===== config.mk =====
export PLATFORM = sky130hd
export DESIGN_NAME = led_driver_end_flat
export DESIGN_NICKNAME = d
export VERILOG_FILES = /design/src/pkg/led_link_pkg.sv /design/src/pkg/led_link_if.sv /design/src/hdl/led_driver_end.sv /design/src/flat_wrapper.sv
export SDC_FILE = /design/constraint.sdc
export NUM_CORES = 1
export LEC_CHECK = 0
export CORE_UTILIZATION = 52
export CTS_BUF_LIST = sky130_fd_sc_hd__clkbuf_8 sky130_fd_sc_hd__clkbuf_16
export DETAILED_ROUTE_END_ITERATION = 6
export DONT_BUFFER_PORTS = 1
export PLACE_DENSITY = 0.65
export SLEW_MARGIN = 20
export SYNTH_ARGS = -nofsm -noshare
export SYNTH_HDL_FRONTEND = slang
export SYNTH_SLANG_ARGS = --single-unit

===== constraint.sdc =====
create_clock -name clock_i -period 4.4 [get_ports clock_i]
set_input_delay 0.66 -clock clock_i [delete_from_list [all_inputs] [get_ports clock_i]]
set_output_delay 0.66 -clock clock_i [all_outputs]
set_load 0.01 [all_outputs]

===== src/pkg/led_link_pkg.sv =====
// Shared constants for the one-wire grayscale link and its two ends
package led_link_pkg;
    localparam int          PACKET_BITS      = 32;
    localparam int          LEVEL_BITS       = 24;
    localparam int          CHAN_BITS        = 8;
    localparam int          CMD_MSB          = 31;
    localparam int          CMD_LSB          = 24;
    localparam int          FIRST_LSB        = 16;
    localparam int          SECOND_LSB       = 8;
    localparam int          THIRD_LSB        = 0;
    localparam logic [7:0]  PACKET_WRITE_COMMAND = 8'h3a;
    localparam logic [23:0] LEVEL_RESET      = 24'h000000;
    // Clock and link timing
    localparam int          CLK_MHZ          = 200;
    localparam int          BIT_PERIOD_NS    = 2000;
    localparam int          BIT_PERIOD_CYC   = BIT_PERIOD_NS * CLK_MHZ / 1000;
    localparam int          ONE_HIGH_CYC     = BIT_PERIOD_CYC / 4;
    // Bit slot decode: an extra edge before half the period means a one
    localparam int          HALF_PERIOD_CYC  = BIT_PERIOD_CYC / 2;
    // End-of-packet hold is 3.5 periods, latch hold 8 periods of idle low
    localparam int          END_HOLD_NS      = 7000;
    localparam int          END_HOLD_CYC     = END_HOLD_NS * CLK_MHZ / 1000;
    localparam int          LATCH_HOLD_NS    = 16000;
    localparam int          LATCH_HOLD_CYC   = LATCH_HOLD_NS * CLK_MHZ / 1000;
    // Internal pwm reference tick, 6 MHz nominal from 200 MHz
    localparam int          PWM_TICK_DIV     = 33;
    localparam int          CNT_W            = 16;
endpackage


===== src/pkg/led_link_if.sv =====
// One-wire link between the controller end and a chain of drivers
`timescale 1ns/100ps
`default_nettype none
interface led_link_if;
    logic serial_input_pin;   // Controller to first driver
    logic serial_output_pin;  // Forwarded stream out of the driver
    modport controller (output serial_input_pin, input serial_output_pin);
    modport driver     (input serial_input_pin, output serial_output_pin);
endinterface
`default_nettype wire


===== src/hdl/led_driver_end.sv =====
// Driver end: one-wire decoder, shift register, level latch and PWM
`timescale 1ns/100ps
`default_nettype none
// Functional notes
// - 32-bit shift register, separate 24-bit level latch
// - Latch copies low 24 bits on command 3Ah
// - Wrong command leaves latch unchanged
// - Bits 0-7 drive third channel
// - Bits 8-15 drive second channel
// - Bits 16-23 drive first channel
// - Sender puts 00111010b in top byte
// - PWM tick from own internal divider
// - Drivers chain by forwarding the serial stream
// - Controller sends one 32-bit packet per driver
// - Output on while counter at or below level
// - Long low hold latches levels, restarts PWM
// - Packets go most significant bit first
// - End hold freezes register, starts forwarding
module led_driver_end
    import led_link_pkg::*;
(
    input  wire logic                   clock_i,
    input  wire logic                   rstn_i,
    led_link_if.driver                  link,
    output logic                        first_sink_output_o,
    output logic                        second_sink_output_o,
    output logic                        third_sink_output_o,
    output logic [led_link_pkg::LEVEL_BITS-1:0] level_o
);
    import led_link_pkg::*;

    typedef enum logic [2:0]
    {
        ST_IDLE    = 3'b001,
        ST_SLOT    = 3'b010,
        ST_FORWARD = 3'b100
    } rx_state_e;

    rx_state_e               state_reg;
    logic                    sync1_reg;
    logic                    sync2_reg;
    logic                    prev_reg;
    logic [CNT_W-1:0]        low_cnt_reg;
    logic [CNT_W-1:0]        slot_cnt_reg;
    logic                    extra_edge_reg;
    logic [PACKET_BITS-1:0]  shift_reg;
    logic [LEVEL_BITS-1:0]   level_reg;
    logic [5:0]              tick_cnt_reg;
    logic [CHAN_BITS-1:0]    pwm_cnt_reg;
    logic                    fwd_reg;
    logic                    rise;
    logic                    latch_pulse;
    logic                    tick;

    // ------------------------------------------------------------
    // Input synchroniser and edge detect
    // ------------------------------------------------------------
    // Pin is asynchronous to our clock
    always_ff @(posedge clock_i or negedge rstn_i)
    begin
        if (!rstn_i)
        begin
            sync1_reg <= 1'b0;
            sync2_reg <= 1'b0;
            prev_reg  <= 1'b0;
        end
        else
        begin
            sync1_reg <= link.serial_input_pin;
            sync2_reg <= sync1_reg;
            prev_reg  <= sync2_reg;
        end
    end

    assign rise = sync2_reg & ~prev_reg;

    // Low-time counter for end and latch holds, saturating
    always_ff @(posedge clock_i or negedge rstn_i)
    begin
        if (!rstn_i)
            low_cnt_reg <= '0;
        else if (sync2_reg)
            low_cnt_reg <= '0;
        else if (low_cnt_reg != {CNT_W{1'b1}})
            low_cnt_reg <= low_cnt_reg + 1'b1;
    end

    // At most one pulse per idle stretch
    assign latch_pulse = !sync2_reg
                         && low_cnt_reg == CNT_W'(LATCH_HOLD_CYC);

    // ------------------------------------------------------------
    // Bit decoder and forwarding state
    // ------------------------------------------------------------
    // Fixed bit period stands in for the measured one
    always_ff @(posedge clock_i or negedge rstn_i)
    begin
        if (!rstn_i)
        begin
            state_reg       <= ST_IDLE;
            slot_cnt_reg    <= '0;
            extra_edge_reg  <= 1'b0;
            shift_reg       <= '0;
        end
        else
        begin
            case (state_reg)
                ST_IDLE:
                begin
                    if (rise)
                    begin
                        state_reg      <= ST_SLOT;
                        slot_cnt_reg   <= '0;
                        extra_edge_reg <= 1'b0;
                    end
                end
                ST_SLOT:
                begin
                    slot_cnt_reg <= slot_cnt_reg + 1'b1;
                    if (rise && slot_cnt_reg < CNT_W'(HALF_PERIOD_CYC))
                        extra_edge_reg <= 1'b1;
                    else if (rise)
                    begin
                        // Late rise closes the slot; idle time adds no bits
                        shift_reg <= {shift_reg[PACKET_BITS-2:0],
                                      extra_edge_reg};
                        slot_cnt_reg   <= '0;
                        extra_edge_reg <= 1'b0;
                    end
                    if (!sync2_reg
                        && low_cnt_reg == CNT_W'(END_HOLD_CYC))
                    begin
                        state_reg <= ST_FORWARD;
                    end
                end
                ST_FORWARD:
                begin
                    // Register frozen; stream passes on until latch
                    if (latch_pulse)
                        state_reg <= ST_IDLE;
                end
                default:
                    state_reg <= ST_IDLE;
            endcase
        end
    end

    // Forward the buffered input once our packet is done
    always_ff @(posedge clock_i or negedge rstn_i)
    begin
        if (!rstn_i)
            fwd_reg <= 1'b0;
        else
            fwd_reg <= (state_reg == ST_FORWARD) & sync2_reg;
    end

    assign link.serial_output_pin = fwd_reg;

    // ------------------------------------------------------------
    // Level latch
    // ------------------------------------------------------------
    // Only a valid command byte updates the levels
    always_ff @(posedge clock_i or negedge rstn_i)
    begin
        if (!rstn_i)
            level_reg <= LEVEL_RESET;
        else if (latch_pulse
                 && shift_reg[CMD_MSB:CMD_LSB] == PACKET_WRITE_COMMAND)
            level_reg <= shift_reg[LEVEL_BITS-1:0];
        // Else keep old levels
    end

    assign level_o = level_reg;

    // ------------------------------------------------------------
    // PWM from internal tick
    // ------------------------------------------------------------
    // Divider replaces an external grayscale clock
    always_ff @(posedge clock_i or negedge rstn_i)
    begin
        if (!rstn_i)
            tick_cnt_reg <= '0;
        else if (tick || latch_pulse)
            tick_cnt_reg <= '0;
        else
            tick_cnt_reg <= tick_cnt_reg + 1'b1;
    end

    assign tick = (tick_cnt_reg == 6'(PWM_TICK_DIV - 1));

    // Counter restarts on latch so new levels start a fresh cycle
    always_ff @(posedge clock_i or negedge rstn_i)
    begin
        if (!rstn_i)
            pwm_cnt_reg <= '0;
        else if (latch_pulse)
            pwm_cnt_reg <= '0;
        else if (tick)
            pwm_cnt_reg <= pwm_cnt_reg + 1'b1;
    end

    // Level zero still lights one step, as counter includes equality
    always_ff @(posedge clock_i or negedge rstn_i)
    begin
        if (!rstn_i)
        begin
            first_sink_output_o  <= 1'b0;
            second_sink_output_o <= 1'b0;
            third_sink_output_o  <= 1'b0;
        end
        else
        begin
            first_sink_output_o  <= pwm_cnt_reg <=
                level_reg[FIRST_LSB +: CHAN_BITS];
            second_sink_output_o <= pwm_cnt_reg <=
                level_reg[SECOND_LSB +: CHAN_BITS];
            third_sink_output_o  <= pwm_cnt_reg <=
                level_reg[THIRD_LSB +: CHAN_BITS];
        end
    end
endmodule
`default_nettype wire


===== src/flat_wrapper.sv =====
// flat-port wrapper written by rule: the top's interface ports become plain ports
module led_driver_end_flat import led_link_pkg::*;
  (clock_i, rstn_i, first_sink_output_o, second_sink_output_o, third_sink_output_o, level_o, link_serial_input_pin, link_serial_output_pin);
  led_link_if link_i ();
  input  wire logic clock_i;
  input  wire logic rstn_i;
  output logic first_sink_output_o;
  output logic second_sink_output_o;
  output logic third_sink_output_o;
  output logic [led_link_pkg::LEVEL_BITS-1:0] level_o;
  input wire logic [$bits(link_i.serial_input_pin)-1:0] link_serial_input_pin;
  output wire logic [$bits(link_i.serial_output_pin)-1:0] link_serial_output_pin;
  assign link_i.serial_input_pin = link_serial_input_pin;
  assign link_serial_output_pin = link_i.serial_output_pin;
  led_driver_end u_core (.clock_i(clock_i), .rstn_i(rstn_i), .link(link_i), .first_sink_output_o(first_sink_output_o), .second_sink_output_o(second_sink_output_o), .third_sink_output_o(third_sink_output_o), .level_o(level_o));
endmodule

After elaboration in Yosys (flattened, before gate mapping)

Index checks and enable logic that the tools add are counted.

$lt $le $gt $ge: 4
Reduce and logical (&&, ||, !) cells: 12
Equality and inequality tests: 11
Add/subtract/negate cells: 4
Multiplexer cells: 16
Bitwise gates (word level): 4

Operators with widths:

| kind                                                        | count |
|---|---|
| 2-to-1 mux 16 bit                                           | 5 |
| adder 16 x 1 -> 16 bit, second input constant               | 2 |
| one-hot mux 16 bit (2 select lines)                         | 1 |
| less-or-equal comparator 8 bit                              | 3 |
| == test 16 x 11 -> 1 bit, second input constant             | 1 |
| == test 16 x 12 -> 1 bit, second input constant             | 1 |
| less-than comparator 16 x 8 -> 1 bit, second input constant | 1 |
| 2-to-1 mux 8 bit                                            | 2 |
| inequality test 16 bit, second input constant               | 1 |
| 2-to-1 mux 3 bit                                            | 3 |
| one-hot mux 3 bit (3 select lines)                          | 1 |
| adder 8 x 1 -> 8 bit, second input constant                 | 1 |
| == test 8 x 6 -> 1 bit, second input constant               | 1 |
| adder 6 x 1 -> 6 bit, second input constant                 | 1 |
| == test 6 bit, second input constant                        | 1 |
| 2-to-1 mux 6 bit                                            | 1 |
| inequality test 2 x 1 -> 1 bit, second input constant       | 3 |
| AND reduction 3 bit                                         | 2 |
| nonzero test 2 bit                                          | 3 |
| logical AND 1 bit                                           | 4 |
| == test 3 x 1 -> 1 bit, second input constant               | 1 |
| == test 3 x 2 -> 1 bit, second input constant               | 1 |
| == test 3 bit, second input constant                        | 1 |
| bitwise AND 1 bit                                           | 2 |
| other kinds (6)                                             | 8 |

Output and inout port bits: 28
Input bits: 3
Register bits after elaboration: 113
Word-level logic and storage cells: 66

Depth between registers and ports, before layout

Gate-level depths: netlist of the first run.

Depth after elaboration: 5
Gate-level depth with buffers: 9
Depth with buffers taken out: 7

Least setup slack after synthesis of the first run

No wires, ideal clock.

Path type: reg-to-reg
Start point: register u_core.low_cnt_reg[7]
End point: register u_core.level_reg[10], in the netlist u_core.level_o[10]
Required time: 4273 ps
Library setup time: 127 ps
Period minus slack after synthesis: 1929 ps
Stages on the path, launching flop included: 8
Arrival time: 1802 ps
Slack: 2471 ps
Buffers on the path: 2
Cells stage by stage: dfrtp_1 inv_2 or4b_1 nor3_2 and3_1 buf_4 buf_6 mux2_1

Longest elaborated chain between the ends: 3

Ends and longest elaborated chain:

| element                  | line                  | RTL |
|---|---|---|
| start, declared          | led_driver_end.sv:43  | `logic [CNT_W-1:0] low_cnt_reg;` |
| start signal, assigned   | led_driver_end.sv:85  | `low_cnt_reg <= low_cnt_reg + 1'b1;` |
| == test 16 x 12 -> 1 bit | led_driver_end.sv:90  | `&& low_cnt_reg == CNT_W'(LATCH_HOLD_CYC);` |
| logical AND 1 bit        | led_driver_end.sv:90  |  |
| logical AND 1 bit        | led_driver_end.sv:168 | `&& shift_reg[CMD_MSB:CMD_LSB] == PACKET_WRITE_COMMAND)` |
| end signal, assigned     | led_driver_end.sv:169 | `level_reg <= shift_reg[LEVEL_BITS-1:0];` |
| end, declared            | led_driver_end.sv:47  | `logic [LEVEL_BITS-1:0] level_reg;` |

No other way between the ends.
A chain may end at the register's enable or synchronous reset.

Worst setup path in the final report of the first run

Start point: register u_core.sync2_reg
End point: register u_core.level_reg[13], in the netlist u_core.level_o[13]

Longest elaborated chain between the ends: 3

Ends and longest elaborated chain:

| element                | line                  | RTL |
|---|---|---|
| start, declared        | led_driver_end.sv:41  | `logic sync2_reg;` |
| start signal, assigned | led_driver_end.sv:70  | `sync2_reg <= sync1_reg;` |
| logical NOT 1 bit      | led_driver_end.sv:89  | `assign latch_pulse = !sync2_reg` |
| logical AND 1 bit      | led_driver_end.sv:90  |  |
| logical AND 1 bit      | led_driver_end.sv:168 |  |

No other way between the ends.

==> results of run 1 <==
-- area by class of cell --
type | instances | area share, %
tap | 136 | 2.74
clock inverter | 10 | 1.11
multi-input combinational | 333 | 40.1
timing repair buffer | 4 | 0.805
inverter | 33 | 1.99
sequential | 113 | 45.5
clock buffer | 22 | 7.77
-- cells in the mapped netlist (3+ instances only) --
master    count
dfrtp_1     112
nor2_1       44
mux2_2       36
inv_1        32
ha_1         30
mux2_1       21
nand2_1      20
a21oi_1      19
nand3_1      18
nand4_1      16
xnor2_1      15
o21ai_0      14
xor2_1       12
nand2b_1      8
nor3_1        8
a21o_1        7
a31oi_1       7
clkbuf_1      7
and3_1        6
nor2b_1       6
nor4_1        6
a22o_1        4
buf_2         4
mux2i_1       4
a211oi_1      3
o22ai_1       3
or3_1         3
-- metal layers --
layer | share of wire, % | wire (µm)
met4 | 1.8 | 184
met5 | 0 | 0
met3 | 4.1 | 417
met1 | 46 | 4710
met2 | 48 | 4960
-- what timing repair did --
item / 4_1_cts / 5_1_grt
endpoints found under the hold margin: 113 / 0
hold buffers: 1 / 0
buffers inserted: 0 / 0
-- critical path: cells and delay by family, from the launching register on --
family	cells	cell delay, ns
simple gates	4	1.16
mux	1	0.34
buf+inv	2	0.52
flops	1	0.65
-- stage by stage --
step | cells | worst slack (ns) | hold slack [ns] | total power, mW
final | 651 | 1.60 | 0.0917 | 2.39
after global routing | 651 | 1.36 | 0.122 | 2.49
after CTS | 651 | 1.56 | 0.101 | 2.43
after detailed placement | 618 | 1.57 | 0.339 | 1.14
after global placement | 618 | 1.65 | 0.338 | 1.14
after floorplan | 493 | 2.47 | 0.331 | 1.13
-- where the power goes --
part	internal, mW	switching [mW]
clock network	0.807	0.441
registers	1.06	0.0185
logic	0.0247	0.0467
total	1.89	0.506
-- final timing paths --
path	cells after the start	startpoint	endpoint
max in group asynchronous	1	rstn_i	u_core.state_reg[0]
worst max-delay path	7	u_core.sync2_reg	u_core.level_o[13]
worst min register to register	0	u_core.sync1_reg	u_core.sync2_reg
worst min-delay path	1	rstn_i	u_core.level_o[4]
min in group clock_i	0	link_serial_input_pin	u_core.sync1_reg
worst max register to register	7	u_core.sync2_reg	u_core.level_o[13]
-- cells by family after synthesis --
kind of cell | synth area share (%)
AOI/OAI and AO/OA | 7.21
xor gates and xnor gates | 4.29
adders and majority gates | 6.81
buffers and inverters | 3.63
DFF | 51.3
muxes | 12.4
and+or+nand+nor | 14.4
==> flow_summary.ini, run 1 <==
[final_layout]
final_util_pct = 60.2
multi_input_area_mm2 = 0.00249
fillers = 842
drive_gt1_share_pct = 14.2
largest_reg_flops = 32
mostFrequentLayoutCells = dfrtp_1, nor2_1, inv_1
diodes = 0
num-nets-final = 535
regArea_mm2 = 0.00283
final_area_mm2 = 0.00621
layout_commonest_cell = dfrtp_1
area_delta_synth_final_pct = 12.7

[hold_path]
hold_path_class = in2async

[synth]
ys_seq_area_share_pct = 51.3
postSynthCellCount = 493
yosys.area.top_type_share_pct = 50.8
synthArstFlopShare_pct = 100
yosys-top-cells-area = dfrtp_1, mux2_2, ha_1, mux2_1, nor2_1
syn_nets = 526
synth_edf_count = 0
synth_warnings = 0
netlist_area_mm2 = 0.00552
synth_top_area_cell = dfrtp_1
ys_ff_latch = 113
synth_area_per_cell_um2 = 11.2
synth_cell_types = 49
synth_ff_type = dfrtp_1

[placed_design]
dpl_cell_area_mm2 = 0.00563
place_congestion = 0.800
port_buffers = 0
hpwl_mm = 6.87

[power]
ir_drop_v = 0.000291
power_density_mw_per_mm2 = 385
cellLeakagePower_nw = 2.96

[clocking]
post_cts_resized = 0
cts_tree = yes
numClockSinks = 113
clkLatencyLatePin_ns = 0.53
cts-htree-levels = 4
cts_made_buffers = 17
clock_path_buffers = 2
clk_root_buffer_cell = clkbuf_8
clkTransAtPathRegs_ns = 0.05

[critical_path]
worstSetupEndpointType = register
rrSetupSlack_ns = 1.60
cp_slowest_cell = dfrtp_1
crit_required_ns = 4.80
arrival_ns = 3.20
critPathMaxFanout = 25
critPathKind = reg2reg
worstPathCellList = nor4_1, nand3_1, nor3_2, buf_4, and3_1, buf_4, mux2_1
crit_path_start_kind = register
path_common_cell = buf_4
slowest_delay_ns = 0.65

[grt]
antenna_found_initial = 0
gr-max-usage-layer = met2
use_met1_pct = 26.6
track_usage_pct = 21.6
grt_pass1_vias = 3859
grt_max_degree = 114
grt_overflow = 0
gr-usage-met2_pct = 34.3
grt_use_met3_pct = 7.05
grt_first_pass_wirelength_mm = 18.5

[sta]
fin_setup_tns_ns = 0
maxSlewHeadroom_pct = 47.4
drv_slew = 0
fmax_ghz = 0.358
grt_setup_unrepaired = no
clock_skew_ns = 0.00688
hold_viol = 0
setup_viol = 0
finalCriticalPeriod_ns = 2.80
tightest_slew_ns = 0.790
timing.final.crit_share_pct = 63.6

[die]
initial_core_util_pct = 53.4
core-area_mm2 = 0.0103
rows = 37
io_pins = 31
dieArea_mm2 = 0.0110
dieHeight_um = 105
die_w_um = 105

[drt]
drt_iter0_drc = 159
drc_errors = 0
antenna_left = 0
routedWlPerCell_um = 15.8
vias = 3667
vias_per_cell = 5.63
dr.pass1.iters = 4
wirelength_mm = 10.3

[outcome]
status = complete, no violations

[run]
max-cap-violations = 0
(Power assumes the default switching activity.)
==> run 2: changes to the inputs <==
--- a/config.mk
+++ b/config.mk
@@ -9,7 +9,7 @@
 export CTS_BUF_LIST = sky130_fd_sc_hd__clkbuf_8 sky130_fd_sc_hd__clkbuf_16
 export DETAILED_ROUTE_END_ITERATION = 6
 export DONT_BUFFER_PORTS = 1
-export PLACE_DENSITY = 0.65
+export PLACE_DENSITY = 0.68
 export SLEW_MARGIN = 20
 export SYNTH_ARGS = -nofsm -noshare
 export SYNTH_HDL_FRONTEND = slang
==> constraint.sdc (replaced) <==
create_clock -name clock_i -period 2.5 [get_ports clock_i]
set_input_delay 0.375 -clock clock_i [delete_from_list [all_inputs] [get_ports clock_i]]
set_output_delay 0.375 -clock clock_i [all_outputs]
set_load 0.01 [all_outputs]
==> run 2 against run 1 <==
Effect of this change: the flow now finishes with violations (negative hold slack); register-to-register slack got worse by 1.2 ns; global-route usage decreased by 1.1 points; critical path depth up 1; total power is 85% higher; first-iteration DRC count is 21% higher; sequential power up 76%; non-clock buffer count is 4 higher; largest power group unchanged.
==> flow_summary.ini, run 2 (same netlist as run 1, synthesis figures left out) <==
[critical_path]
critPathMaxFanout = 24
worstPathCellList = inv_1, ha_1, nor3b_1, nand2_1, nor3_2, and3_1, buf_12, mux2_2
critPathKind = reg2reg
cp_slowest_cell = dfrtp_1
critical_path_buf_inv_count = 2
path_delay_family = simple AND/OR/NAND/NOR gates
worstSetupEndpointType = register
path_depth = 8
cp-startpoint = u_core.low_cnt_reg[0]
crit_required_ns = 2.89
crit_end = u_core.level_o[0]
r2r-end = u_core.level_o[0]
rrSetupSlack_ns = 0.39
crit_path_start_kind = register
slowest_delay_ns = 0.41
r2r_cells = 8
r2r_start = u_core.low_cnt_reg[0]
arrival_ns = 2.50

[placed_design]
hpwl_mm = 6.79
dp.cells = 622
dpl_cell_area_mm2 = 0.00569
port_buffers = 0
place_congestion = 0.882
place_ws_ns = 0.416

[drt]
dr.pass1.iters = 4
routedWlPerCell_um = 15.5
wirelength_mm = 10.2
vias_per_cell = 5.55
drc_errors = 0
drt_iter0_drc = 193
vias = 3635
antenna_left = 0

[final_layout]
layout_commonest_cell = dfrtp_1
mostFrequentLayoutCells = dfrtp_1, nor2_1, mux2_2
final_util_pct = 61.0
area_delta_synth_final_pct = 14.3
num-nets-final = 539
largest_reg_flops = 32
diodes = 0
final_area_mm2 = 0.00630
stdcell_count = 655
drive_gt1_share_pct = 15.0

[run]
max-cap-violations = 0

[clocking]
cts_made_buffers = 17
clock_path_buffers = 2
numClockSinks = 113
post_cts_resized = 0
cts_setup_buffers = 0
cts-htree-levels = 4
hold_buffers = 1
clkTransAtPathRegs_ns = 0.06
cts_tree = yes
clk_root_buffer_cell = clkbuf_8
clkLatencyLatePin_ns = 0.51

[sta]
clock_skew_ns = 0.00665
whs_ns = -0.443
finalCriticalPeriod_ns = 2.11
fin_setup_tns_ns = 0
drv_slew = 0
tightest_slew_ns = 0.693
setup_ws_ns = 0.393
timing.final.crit_share_pct = 84.3
grt_setup_unrepaired = no
hold_viol = 113
fmax_ghz = 0.475
setup_viol = 0
maxSlewHeadroom_pct = 53.4

[die]
die_w_um = 105
dieArea_mm2 = 0.0110
initial_core_util_pct = 53.4
core-area_mm2 = 0.0103
io_pins = 31
rows = 37
dieHeight_um = 105

[power]
ir_drop_v = 0.000452
power_density_mw_per_mm2 = 701
cellLeakagePower_nw = 2.98
total_power_mw = 4.42

[grt]
grt_max_degree = 114
grt_pass1_vias = 3665
track_usage_pct = 20.6
grt_first_pass_wirelength_mm = 17.7
grt_overflow = 0
antenna_found_initial = 0

[outcome]
violations = negative hold slack
status = finished, violations left

[hold_path]
hold_path_class = in2async
[run 2: cell types whose count changed in the layout (fill, tap and decap cells not counted), moves of 2 or more]
cell,before,now
bufinv_16,1,4
buf_4,3,5
buf_12,0,2
clkinvlp_4,0,2
inv_1,37,35
clkbuf_8,6,2
[run 2: area by class of cell]
cell class | count | area (µm²)
Timing Repair Buffer | 8 | 87.6
Fill cell | 840 | 4020
Clock inverter | 14 | 175
Tap cell | 136 | 170
Inverter | 33 | 124
Multi-Input combinational cell | 333 | 2490
Sequential cell | 113 | 2830
Clock buffer | 18 | 428
[run 2: worst min-delay path by stage]
stage | start | to | cells past startpoint
5_1_grt | rstn_i | u_core.level_o[5] | 0
3_5_place_dp | rstn_i | u_core.level_o[5] | 0
3_3_place_gp | rstn_i | u_core.shift_reg[5] | 0
2_1_floorplan | rstn_i | async pin | 0
4_1_cts | rstn_i | u_core.level_o[5] | 0
6_report | rstn_i | u_core.level_o[5] | 0
[run 2: power by group]
part | internal, mW | total (mW) | switching (mW)
combinational | 0.0458 | 0.102 | 0.0562
clock | 1.62 | 2.43 | 0.808
sequential | 1.86 | 1.88 | 0.0262
[run 2: routing by layer]
| layer | vias up | part of all wire (%) | global-route usage (%) |
|---|---|---|---|
| met1 | 1778 | 46 | 26.1 |
| li1 | 1779 | - | - |
| met5 | - | 0 | 0 |
| met4 | 0 | 1.5 | 7.34 |
| met3 | 14 | 3.6 | 6.55 |
| met2 | 64 | 49 | 33.1 |
[run 2: worst register-to-register path, delay by kind of cell (launching register included)]
family,cells,cell delay (ns)
adder cells (fa/ha/maj),1,0.14
buffers and inverters,2,0.30
AND/OR/NAND/NOR,4,0.77
flip-flops,1,0.41
multiplexers,1,0.37
